--- config.mk ---
export PLATFORM = sky130hd
export DESIGN_NAME = tic_trap_irq_ctrl
export DESIGN_NICKNAME = d
export VERILOG_FILES = /design/src/tic_pkg.sv /design/src/tic_reg16.sv /design/src/tic_trap_irq_ctrl.sv
export SDC_FILE = /design/constraint.sdc
export NUM_CORES = 1
export LEC_CHECK = 0
export BUFFER_PORTS_ARGS = -buffer_cell sky130_fd_sc_hd__buf_4
export CAP_MARGIN = 40
export CELL_PAD_IN_SITES_DETAIL_PLACEMENT = 1
export CELL_PAD_IN_SITES_GLOBAL_PLACEMENT = 1
export CORE_ASPECT_RATIO = 0.8
export CORE_MARGIN = 2
export CORE_UTILIZATION = 42
export DETAILED_ROUTE_END_ITERATION = 6
export GPL_TIMING_DRIVEN = 0
export PLACE_DENSITY = 0.89
export SLEW_MARGIN = 20
export SYNTH_ARGS = -nofsm -noshare
export SYNTH_HDL_FRONTEND = slang
export SYNTH_SLANG_ARGS = --single-unit
--- constraint.sdc ---
create_clock -name i_clk_sys -period 9.4 [get_ports i_clk_sys]
set_input_delay 0.94 -clock i_clk_sys [delete_from_list [all_inputs] [get_ports i_clk_sys]]
set_output_delay 0.94 -clock i_clk_sys [all_outputs]
set_load 0.01 [all_outputs]
--- src/tic_pkg.sv ---
// ==========================================================
// register map, field positions and reset values
package tic_pkg;
	localparam int          ADDR_W       = 8;
	localparam int          DATA_W       = 32;
	localparam int          REG_W        = 16;
	localparam int          NSRC         = 16;
	localparam int          PRI_W        = 3;
	localparam int          ID_W         = 4;

	// ==========================================================
	// byte offsets of the registers
	localparam logic [7:0]  OFS_TRAP     = 8'h00;
	localparam logic [7:0]  OFS_FLAG0    = 8'h04;
	localparam logic [7:0]  OFS_EN0      = 8'h08;
	localparam logic [7:0]  OFS_PRI1     = 8'h0C;
	localparam logic [7:0]  OFS_PRI18    = 8'h10;
	localparam logic [7:0]  OFS_ENC2     = 8'h14;

	// ==========================================================
	// trap_control_status fields
	localparam int          NEST_DIS_BIT = 15;
	localparam int          OVA_FLAG_BIT = 14;
	localparam int          OVB_FLAG_BIT = 13;
	localparam int          CA_FLAG_BIT  = 12;
	localparam int          CB_FLAG_BIT  = 11;
	localparam int          OVA_TE_BIT   = 10;
	localparam int          OVB_TE_BIT   = 9;
	localparam int          COV_TE_BIT   = 8;

	// ==========================================================
	// flag and enable source positions
	localparam int          SRC_EXT0     = 0;
	localparam int          SRC_CAP1     = 1;
	localparam int          SRC_CMP1     = 2;
	localparam int          SRC_DMA0     = 4;
	localparam int          SRC_CAP2     = 5;
	localparam int          SRC_CMP2     = 6;
	localparam int          SRC_TMR2     = 7;
	localparam int          SRC_ENC2     = 15;
	localparam int          ENC2_FLAG    = 0;
	localparam int          ENC2_EN      = 1;

	// ==========================================================
	// priority field low bits
	localparam int          TMR2_PRI_LO  = 12;
	localparam int          CMP2_PRI_LO  = 8;
	localparam int          CAP2_PRI_LO  = 4;
	localparam int          DMA0_PRI_LO  = 0;
	localparam int          ENC2_PRI_LO  = 12;
	localparam logic [2:0]  DEF_PRI      = 3'h4;
	localparam logic [2:0]  PRI_OFF      = 3'h0;

	// ==========================================================
	// reset values and writable masks
	localparam logic [15:0] RST_ZERO     = 16'h0000;
	localparam logic [15:0] RST_PRI1     = 16'h4444;
	localparam logic [15:0] RST_PRI18    = 16'h4040;
	localparam logic [15:0] MSK_TRAP     = 16'hFFFE;
	localparam logic [15:0] MSK_FLAG0    = 16'h7FFF;
	localparam logic [15:0] MSK_EN0      = 16'h7FFF;
	localparam logic [15:0] MSK_PRI1     = 16'h7777;
	localparam logic [15:0] MSK_PRI18    = 16'h7070;
	localparam logic [15:0] MSK_ENC2     = 16'h0003;
	localparam logic [31:0] RD_ZERO      = 32'h0000_0000;
endpackage : tic_pkg

--- src/tic_reg16.sv ---
// ==========================================================
// one 16-bit register: software write, hardware set wins
module tic_reg16 #(
	parameter logic [15:0] RST  = 16'h0000,
	parameter logic [15:0] MASK = 16'hFFFF
) (
	input  wire logic        i_clk_sys,
	input  wire logic        i_rst,
	input  wire logic        i_wr,
	input  wire logic [15:0] i_wdata,
	input  wire logic [15:0] i_set,
	output logic      [15:0] o_q
);
	logic [15:0] q_r;
	logic [15:0] q_nxt;

	assign q_nxt = ((i_wr ? i_wdata : q_r) | i_set) & MASK;
	assign o_q   = q_r;

	always_ff @(posedge i_clk_sys or posedge i_rst)
	begin
		if (i_rst)
			q_r <= RST;
		else
			q_r <= q_nxt;
	end
endmodule : tic_reg16

--- src/tic_trap_irq_ctrl.sv ---
// Function
// - overflow flag set only by that accumulator's trap
// - catastrophic flags per accumulator, set on trap
// - overflow traps only while own enable set
// - one catastrophic enable covers both accumulators
// - request sets its flag; otherwise reads zero
// - flags: compare1 bit2, capture1 bit1, ext0 bit0
// - request forwarded only while its enable set
// - priority 7 highest, 1 lowest, 0 disables
// - timer2 priority in bits 14-12 of priority1
// - compare2 priority in bits 10-8 of priority1
//
// The APB register port and the register addresses are this design's own decisions.
module tic_trap_irq_ctrl (
	input  wire logic                       i_clk_sys,
	input  wire logic                       i_rst,
	input  wire logic                       i_psel,
	input  wire logic                       i_penable,
	input  wire logic                       i_pwrite,
	input  wire logic [tic_pkg::ADDR_W-1:0] i_paddr,
	input  wire logic [tic_pkg::DATA_W-1:0] i_pwdata,
	output logic      [tic_pkg::DATA_W-1:0] o_prdata,
	output logic                            o_pready,
	output logic                            o_pslverr,
	input  wire logic [tic_pkg::NSRC-2:0]   i_irq_req,
	input  wire logic                       i_enc2_req,
	input  wire logic                       i_acc_a_ovf,
	input  wire logic                       i_acc_b_ovf,
	input  wire logic                       i_acc_a_cat,
	input  wire logic                       i_acc_b_cat,
	input  wire logic [tic_pkg::PRI_W-1:0]  i_cpu_level,
	output logic                            o_trap,
	output logic                            o_irq_req,
	output logic      [tic_pkg::ID_W-1:0]   o_irq_id,
	output logic      [tic_pkg::PRI_W-1:0]  o_irq_level
);
	import tic_pkg::*;

	// ==========================================================
	// apb decode
	logic              setup;
	logic              wr_acc;
	logic              hit_trap;
	logic              hit_flag;
	logic              hit_en;
	logic              hit_pri1;
	logic              hit_pri18;
	logic              hit_enc2;
	logic              hit_any;
	logic [REG_W-1:0]  wdata;
	logic [REG_W-1:0]  rdata;
	logic              pready_r;
	logic [DATA_W-1:0] prdata_r;
	logic              pslverr_r;

	assign setup     = i_psel & ~i_penable;
	assign wr_acc    = i_psel & i_penable & i_pwrite & pready_r & ~pslverr_r;
	assign hit_trap  = (i_paddr == OFS_TRAP);
	assign hit_flag  = (i_paddr == OFS_FLAG0);
	assign hit_en    = (i_paddr == OFS_EN0);
	assign hit_pri1  = (i_paddr == OFS_PRI1);
	assign hit_pri18 = (i_paddr == OFS_PRI18);
	assign hit_enc2  = (i_paddr == OFS_ENC2);
	assign hit_any   = hit_trap | hit_flag | hit_en | hit_pri1 | hit_pri18 | hit_enc2;
	assign wdata     = i_pwdata[REG_W-1:0];

	// ==========================================================
	// register contents
	logic [REG_W-1:0] trap_q;
	logic [REG_W-1:0] flag_q;
	logic [REG_W-1:0] en_q;
	logic [REG_W-1:0] pri1_q;
	logic [REG_W-1:0] pri18_q;
	logic [REG_W-1:0] enc2_q;
	logic [REG_W-1:0] trap_set;
	logic [REG_W-1:0] flag_set;
	logic [REG_W-1:0] enc2_set;

	// ==========================================================
	// trap detection
	logic a_ovf_hit;
	logic b_ovf_hit;
	logic a_cat_hit;
	logic b_cat_hit;
	logic trap_fire;

	assign a_ovf_hit = i_acc_a_ovf & trap_q[OVA_TE_BIT];
	assign b_ovf_hit = i_acc_b_ovf & trap_q[OVB_TE_BIT];
	assign a_cat_hit = i_acc_a_cat & trap_q[COV_TE_BIT];
	assign b_cat_hit = i_acc_b_cat & trap_q[COV_TE_BIT];
	assign trap_fire = a_ovf_hit | b_ovf_hit | a_cat_hit | b_cat_hit;

	always_comb
	begin
		trap_set               = RST_ZERO;
		trap_set[OVA_FLAG_BIT] = a_ovf_hit;
		trap_set[OVB_FLAG_BIT] = b_ovf_hit;
		trap_set[CA_FLAG_BIT]  = a_cat_hit;
		trap_set[CB_FLAG_BIT]  = b_cat_hit;
	end

	assign flag_set = {1'b0, i_irq_req};

	always_comb
	begin
		enc2_set            = RST_ZERO;
		enc2_set[ENC2_FLAG] = i_enc2_req;
	end

	tic_reg16 #(.RST(RST_ZERO), .MASK(MSK_TRAP)) u_trap (
		.i_clk_sys (i_clk_sys),
		.i_rst     (i_rst),
		.i_wr      (wr_acc & hit_trap),
		.i_wdata   (wdata),
		.i_set     (trap_set),
		.o_q       (trap_q)
	);

	tic_reg16 #(.RST(RST_ZERO), .MASK(MSK_FLAG0)) u_flag0 (
		.i_clk_sys (i_clk_sys),
		.i_rst     (i_rst),
		.i_wr      (wr_acc & hit_flag),
		.i_wdata   (wdata),
		.i_set     (flag_set),
		.o_q       (flag_q)
	);

	tic_reg16 #(.RST(RST_ZERO), .MASK(MSK_EN0)) u_en0 (
		.i_clk_sys (i_clk_sys),
		.i_rst     (i_rst),
		.i_wr      (wr_acc & hit_en),
		.i_wdata   (wdata),
		.i_set     (RST_ZERO),
		.o_q       (en_q)
	);

	tic_reg16 #(.RST(RST_PRI1), .MASK(MSK_PRI1)) u_pri1 (
		.i_clk_sys (i_clk_sys),
		.i_rst     (i_rst),
		.i_wr      (wr_acc & hit_pri1),
		.i_wdata   (wdata),
		.i_set     (RST_ZERO),
		.o_q       (pri1_q)
	);

	tic_reg16 #(.RST(RST_PRI18), .MASK(MSK_PRI18)) u_pri18 (
		.i_clk_sys (i_clk_sys),
		.i_rst     (i_rst),
		.i_wr      (wr_acc & hit_pri18),
		.i_wdata   (wdata),
		.i_set     (RST_ZERO),
		.o_q       (pri18_q)
	);

	tic_reg16 #(.RST(RST_ZERO), .MASK(MSK_ENC2)) u_enc2 (
		.i_clk_sys (i_clk_sys),
		.i_rst     (i_rst),
		.i_wr      (wr_acc & hit_enc2),
		.i_wdata   (wdata),
		.i_set     (enc2_set),
		.o_q       (enc2_q)
	);

	// ==========================================================
	// read mux
	assign rdata = ({REG_W{hit_trap}}  & trap_q)
	             | ({REG_W{hit_flag}}  & flag_q)
	             | ({REG_W{hit_en}}    & en_q)
	             | ({REG_W{hit_pri1}}  & pri1_q)
	             | ({REG_W{hit_pri18}} & pri18_q)
	             | ({REG_W{hit_enc2}}  & enc2_q);

	// ==========================================================
	// arbitration
	logic [NSRC-1:0]  pend;
	logic [PRI_W-1:0] pri_fld [NSRC];
	logic [PRI_W-1:0] best_pri;
	logic [ID_W-1:0]  best_id;
	logic             allow;

	assign pend[NSRC-2:0] = flag_q[NSRC-2:0] & en_q[NSRC-2:0];
	assign pend[SRC_ENC2] = enc2_q[ENC2_FLAG] & enc2_q[ENC2_EN];

	always_comb
	begin
		for (int i = 0; i < NSRC; i++)
			pri_fld[i] = DEF_PRI;
		pri_fld[SRC_TMR2] = pri1_q[TMR2_PRI_LO +: PRI_W];
		pri_fld[SRC_CMP2] = pri1_q[CMP2_PRI_LO +: PRI_W];
		pri_fld[SRC_CAP2] = pri1_q[CAP2_PRI_LO +: PRI_W];
		pri_fld[SRC_DMA0] = pri1_q[DMA0_PRI_LO +: PRI_W];
		pri_fld[SRC_ENC2] = pri18_q[ENC2_PRI_LO +: PRI_W];
	end

	// lowest index wins among equal levels
	always_comb
	begin
		best_pri = PRI_OFF;
		best_id  = '0;
		for (int i = 0; i < NSRC; i++)
		begin
			if (pend[i] && (pri_fld[i] > best_pri))
			begin
				best_pri = pri_fld[i];
				best_id  = ID_W'(i);
			end
		end
	end

	assign allow = trap_q[NEST_DIS_BIT] ? (i_cpu_level == PRI_OFF)
	                                    : (best_pri > i_cpu_level);

	// ==========================================================
	// output flops
	logic             trap_r;
	logic             irq_req_r;
	logic [ID_W-1:0]  irq_id_r;
	logic [PRI_W-1:0] irq_lvl_r;

	always_ff @(posedge i_clk_sys or posedge i_rst)
	begin
		if (i_rst)
		begin
			pready_r  <= 1'b0;
			prdata_r  <= RD_ZERO;
			pslverr_r <= 1'b0;
			trap_r    <= 1'b0;
			irq_req_r <= 1'b0;
			irq_id_r  <= '0;
			irq_lvl_r <= PRI_OFF;
		end
		else
		begin
			pready_r  <= setup;
			prdata_r  <= {{(DATA_W-REG_W){1'b0}}, rdata};
			pslverr_r <= setup & ~hit_any;
			trap_r    <= trap_fire;
			irq_req_r <= (best_pri != PRI_OFF) & allow;
			irq_id_r  <= best_id;
			irq_lvl_r <= best_pri;
		end
	end

	assign o_pready    = pready_r;
	assign o_prdata    = prdata_r;
	assign o_pslverr   = pslverr_r;
	assign o_trap      = trap_r;
	assign o_irq_req   = irq_req_r;
	assign o_irq_id    = irq_id_r;
	assign o_irq_level = irq_lvl_r;
endmodule : tic_trap_irq_ctrl

# Word level (Yosys, flattened, before mapping)
# Cells that the tools add are included.
[word_totals]
ff_bits = 92
output_inout_bits = 43
elab_cells = 131
[op_classes]
order_cmp = 16
eq_ne = 5
muxes = 35
bitwise = 44
reduce_logical = 18
[op_table]
columns = ["operator", "count"]
rows = [
  ["bitwise OR 16 bit", 5],
  ["bitwise AND 16 x 15 -> 16 bit", 4],
  ["2-to-1 mux 4 bit", 14],
  ["2-to-1 mux 3 bit", 16],
  ["greater-than comparator 3 bit, first input constant", 10],
  ["bitwise AND 1 bit", 18],
  ["greater-than comparator 3 bit", 6],
  ["bitwise AND 16 bit", 1],
  ["bitwise AND 16 x 2 -> 16 bit", 1],
  ["== test 8 x 4 -> 1 bit, second input constant", 2],
  ["== test 8 x 5 -> 1 bit, second input constant", 2],
  ["2-to-1 mux 16 bit", 1],
  ["bitwise OR 16 x 15 -> 16 bit", 1],
  ["bitwise AND 15 bit", 1],
  ["logical AND 1 bit", 15],
  ["2-to-1 mux 15 bit", 1],
  ["bitwise OR 15 bit", 1],
  ["== test 8 x 3 -> 1 bit, second input constant", 1],
  ["logical NOT 8 bit", 1],
  ["bitwise OR 1 bit", 8],
  ["logical NOT 3 bit", 1],
  ["NOT 1 bit", 3],
  ["nonzero test 3 bit", 1],
  ["2-to-1 mux 1 bit", 2],
  ["other kinds (2)", 2],
]

# Depth between registers and ports, before layout
[logic_depth]
depth_word = 50
depth_mapped = 35
ltp_nobuf = 34

# Modules after synthesis
# Synthesis repeated with hierarchy kept, for this count alone.
[hier_totals]
hier_cells = 552
hier_area_um2 = 5600.4
[modules_own_cells]
columns = ["mod", "n_inst", "cells_per_inst", "area_per_inst_um2"]
rows = [
  ["tic_trap_irq_ctrl", 1, 302, 2567.5],
  ["tic_reg16 at u_en0 ...", 3, 51, 645.6],
  ["tic_reg16 at u_pri1", 1, 44, 555.5],
  ["tic_reg16 at u_pri18", 1, 31, 347.8],
  ["tic_reg16 at u_enc2", 1, 22, 192.7],
]

# Least setup slack after synthesis
# No wires, ideal clock.
[synth_timing]
path_kind = "register -> register"
start = "register u_flag0.q_r[0], in the netlist u_flag0.o_q[0]"
end = "register irq_req_r, in the netlist o_irq_req"
setup_time_ns = 0.066
arrival_ns = 6.771
required_ns = 9.334
setup_slack_ns = 2.564
stages_incl_launch_ff = 34
path_cell_list = "dfrtp_1 a22o_1 nor2_1 o2111ai_1 ha_1 nor2b_1 o2111ai_1 a22oi_1 mux2_2 ha_1 nand3b_1 o311a_1 a21oi_1 o211ai_1 nand2_1 ha_1 nor2b_4 o311ai_4 or2_2 mux2_4 o21bai_1 ha_1 nor2b_1 o21a_1 o2111ai_1 clkbuf_1 o21ai_0 o22ai_1 ha_1 a21o_1 a21oi_1 a311o_2 a32oi_1 o31a_1"
[synth_between]
elab_chain_cells = 50
[synth_lines]
columns = ["element", "line_no", "text"]
rows = [
  ["from (decl)", "tic_reg16.sv:14", "logic [15:0] q_r;"],
  ["from (signal assigned)", "tic_reg16.sv:25", "q_r <= q_nxt;"],
  ["bitwise AND 15 bit (*)", "tic_trap_irq_ctrl.sv:181", "assign pend[NSRC-2:0] = flag_q[NSRC-2:0] & en_q[NSRC-2:0];"],
  ["2-to-1 mux 3 bit (*)", "tic_trap_irq_ctrl.sv:202", "if (pend[i] && (pri_fld[i] > best_pri))"],
  ["greater-than comparator 3 bit", "tic_trap_irq_ctrl.sv:202", ""],
  ["logical AND 1 bit", "tic_trap_irq_ctrl.sv:202", ""],
  ["2-to-1 mux 3 bit (*)", "tic_trap_irq_ctrl.sv:202", ""],
  ["greater-than comparator 3 bit", "tic_trap_irq_ctrl.sv:202", ""],
  ["logical AND 1 bit", "tic_trap_irq_ctrl.sv:202", ""],
  ["2-to-1 mux 3 bit (*)", "tic_trap_irq_ctrl.sv:202", ""],
  ["[... 35 more ...]", "-", ""],
  ["2-to-1 mux 3 bit (*)", "tic_trap_irq_ctrl.sv:202", ""],
  ["greater-than comparator 3 bit", "tic_trap_irq_ctrl.sv:202", ""],
  ["logical AND 1 bit", "tic_trap_irq_ctrl.sv:202", ""],
  ["2-to-1 mux 3 bit (*)", "tic_trap_irq_ctrl.sv:202", ""],
  ["net best_pri[1]", "tic_trap_irq_ctrl.sv:177", "logic [PRI_W-1:0] best_pri;"],
  ["greater-than comparator 3 bit", "tic_trap_irq_ctrl.sv:211", ": (best_pri > i_cpu_level);"],
  ["2-to-1 mux 1 bit", "tic_trap_irq_ctrl.sv:210", "assign allow = trap_q[NEST_DIS_BIT] ? (i_cpu_level == PRI_OFF)"],
  ["bitwise AND 1 bit (*)", "tic_trap_irq_ctrl.sv:238", "irq_req_r <= (best_pri != PRI_OFF) & allow;"],
  ["to (signal assigned)", "tic_trap_irq_ctrl.sv:238", ""],
  ["to (decl)", "tic_trap_irq_ctrl.sv:216", "logic irq_req_r;"],
]
# Mark *: on every way through the listed nets, which the timed path passes. The rest lies on a longest branch.
# A chain may end at the register's enable or synchronous reset.

# Worst setup path after layout
# Ends and elaborated chain as after synthesis.

==> flow_summary.toml <==
[cells_and_area]
final_cells = 717
seqCellArea_um2 = 2310
layout-drive-gt1-share_pct = 33.0
n_antenna_cell = 0
layout_commonest_cell = "buf_4"
nFillCells = 1263
multi_input_area_um2 = 2510
area.growth.synth_to_final_pct = 22.5
final_cell_mix = "buf_4, dfrtp_1, nand2_1"
final_nets = 646

[global_route]
grt_usage_pct = 25.4
grt_max_degree = 51
grt_pass1_wl_um = 24800
grt_pass1_vias = 4522
grt_antenna_before_repair = 0
gr-total-overflow = 0

[pwr]
p_per_area_nw_per_um2 = 132
p_clk_share_pct = 42.3
leakage_nw = 2.96
internal_power_mw = 0.622
swShare_pct = 23.1
power_frac_comb_pct = 8.1
seqPwrFrac_pct = 49.5
ir_drop_uv = 86.9
power_switching_mw = 0.187
p_total_mw = 0.809

[placed_design]
dpl.cell_count = 702
gp_congestion = 0.945
pre_cts_slack_ns = 1.34
place.detailed.hpwl_um = 11300
io_buffers = 77

[route]
vias_per_cell = 5.80
drt_iter0_drc = 249
post_drt_wl_per_cell_um = 21.7
ant_nets = 0
drt_wl_total_um = 15600
drcViolationCount = 0
first_pass_iters = 4
via_count = 4159

[worst_setup_path]
crit_type = "flop to flop"
path_max_fanout = 10
cp.required_ns = 9.68
end_kind = "flop"
crit_top_cell = "ha_1"
critPathSlowestCell = "a22oi_1"
critPathMaxStageDelay_ns = 0.52
worst_setup_path_start_kind = "flop"
critical_path_arrival_ns = 8.47

[floorplanning]
dieHeight_um = 101
placementRows = 35
start_util_pct = 43.1
die_w_um = 126
dieArea_um2 = 12800
pin_count = 111
coreArea_um2 = 11600

[synthesis]
async_flop_share_pct = 100
synth_cells = 461
synth-edff-count = 0
synthSimpleGateAreaFrac_pct = 16.8
synth_xor_area_share_pct = 0
yosys.area_share.adder_pct = 3.26
netlist_area_um2 = 4990
synth_compound_area_share_pct = 14.0
synth_flop_cell = "dfrtp_1"
synth_cell_types = 67
muxShareOfSynthArea_pct = 15.0
synth.avg_cell_area_um2 = 10.8
synth_top_family_by_area = "simple AND/OR/NAND/NOR gates"
yosysWarnings = 0
ys_seq_area_share_pct = 46.3
ys_ff_latch = 92

[timing]
fmax_mhz = 122
fin_setup_tns_ns = 0
tightestPinTransition_ns = 0.816
drv_slew = 0
slew_headroom_pct = 45.6
fin_crit_ns = 8.19
finalSetupViolCount = 0
rsz0062_at_grt = "no"
timing.final.crit_share_pct = 87.1
finClkSkew_ns = 0.00513
final_hold_viol_count = 0
worst_slack_ns = 1.21

[clock_tree]
cts_repair_resize_count = 0
cts_tree = "done"
path_clk_slew_ns = 0.06
cts_num_sinks = 92
root_buffer = "clkbuf_16"
cts_buffer_depth = 2
tritoncts.num_buffers = 9
holdBufCountCts = 0
cts_setup_buffers = 0
cts_max_level = 3
clock_latency_ns = 0.34

[worst_hold_path]
hold_path.class = "flop to flop"

[flow_run]
cap_violations = 0

[run_status]
status = "completed"
power by group through the flow:
stage               logic [mW]  registers [mW]  clock network, mW
finish                  0.0658           0.401              0.343
CTS                     0.0659           0.401              0.346
floorplan               0.0317           0.408                  0
detailed placement      0.0654           0.408                  0
global placement        0.0614           0.408                  0
global route            0.0716           0.401              0.361
worst max-delay path: cells and delay by family, from the launching register on:
| kind | cells | cell delay (ns) |
|---|---|---|
| compound gates | 19 | 4.20 |
| fa+ha+maj | 5 | 1.34 |
| simple gates | 8 | 1.32 |
| flops | 1 | 0.46 |
| mux | 1 | 0.45 |
| buf+inv | 1 | 0.37 |
flip-flops by register name (all words and copies together), names as in the netlist:
register and count:
o_prdata 16, u_en0.o_q 15, u_flag0.o_q 15, u_trap.o_q 15, u_pri1.o_q 12, u_pri18.o_q 6
o_irq_id 4, o_irq_level 3, u_enc2.o_q 2, o_irq_req 1, o_pready 1, o_pslverr 1
o_trap 1
layer usage:
layer  up-vias  share of wire [%]  GRT usage (%)
met5         -                  0              0
li1       1878                  -              -
met2       154                 49           43.3
met3        25                8.6           6.60
met4         0                1.9           9.89
met1      2102                 41           31.5
cell usage after synthesis, types with 2 or more instances:
library cell	count	area share, %
clkbuf_1	12	0.90
nand4_1	4	0.50
buf_2	2	0.20
dfrtp_1	86	43
a2111oi_0	2	0.35
dfstp_2	6	3.2
nor3b_1	3	0.45
o22ai_1	9	1.1
a22o_1	2	0.35
a21o_1	3	0.45
nor2_1	17	1.3
o2111a_1	2	0.45
o31ai_1	2	0.30
mux2i_1	4	0.80
buf_1	2	0.15
a22oi_1	17	2.6
mux4_2	3	1.4
o211ai_1	3	0.45
inv_1	12	0.90
nand2_1	63	4.7
a32oi_1	2	0.35
nor3_1	5	0.50
nor2b_1	10	1.3
o21a_1	2	0.30
and2_1	4	0.50
a211oi_1	2	0.30
and3_1	4	0.50
ha_1	13	3.3
a211o_2	2	0.40
buf_4	16	2.4
o2111ai_1	5	0.88
o21ai_0	6	0.60
a22oi_4	2	0.85
mux2_2	53	12
nand3_1	19	1.9
a21oi_1	14	1.4
nand3b_1	18	2.7
path summary, 6_finish.rpt:
path	depth (start not counted)	endpoint	slack, ns	start
max	34	o_irq_req	1.21	u_flag0.o_q[0]
min	1	u_trap.o_q[2]	0.50	u_trap.o_q[2]
max reg2reg	34	o_irq_req	1.21	u_flag0.o_q[0]
min reg2reg	1	u_trap.o_q[2]	0.50	u_trap.o_q[2]
max in group asynchronous	3	u_pri18.o_q[6]	8.03	i_rst
min in group asynchronous	2	u_trap.o_q[11]	0.67	i_rst
kinds of logic (layout without fill, tap and decap cells):
family / Yosys count / count (layout)
other: 1 / 16
adders and majority gates: 13 / 13
and+or+nand+nor: 160 / 160
AOI/OAI and AO/OA: 89 / 89
buffers and inverters: 44 / 137
muxes: 62 / 62
DFF: 92 / 92
stage by stage:
stage | utilization [%] | area, µm² | hold slack (ns)
after floorplan | - | 5040 | 0.461
after global placement | 50.2 | 5810 | 0.487
after detailed placement | 50.5 | 5840 | 0.495
after CTS | 52.8 | 6110 | 0.509
after global routing | 52.8 | 6110 | 0.527
final | 52.8 | 6110 | 0.504
cell type report:
| cell class | count | share of cell area [%] |
|---|---|---|
| buffer | 32 | 2.99 |
| timing repair buffer | 78 | 9.91 |
| clock inverter | 1 | 0.123 |
| inverter | 12 | 0.778 |
| multi-input combinational | 340 | 41.0 |
| clock buffer | 14 | 4.32 |
| sequential | 92 | 37.8 |
| tap | 148 | 3.03 |
Note: power is estimated with default switching activity, not from simulation.
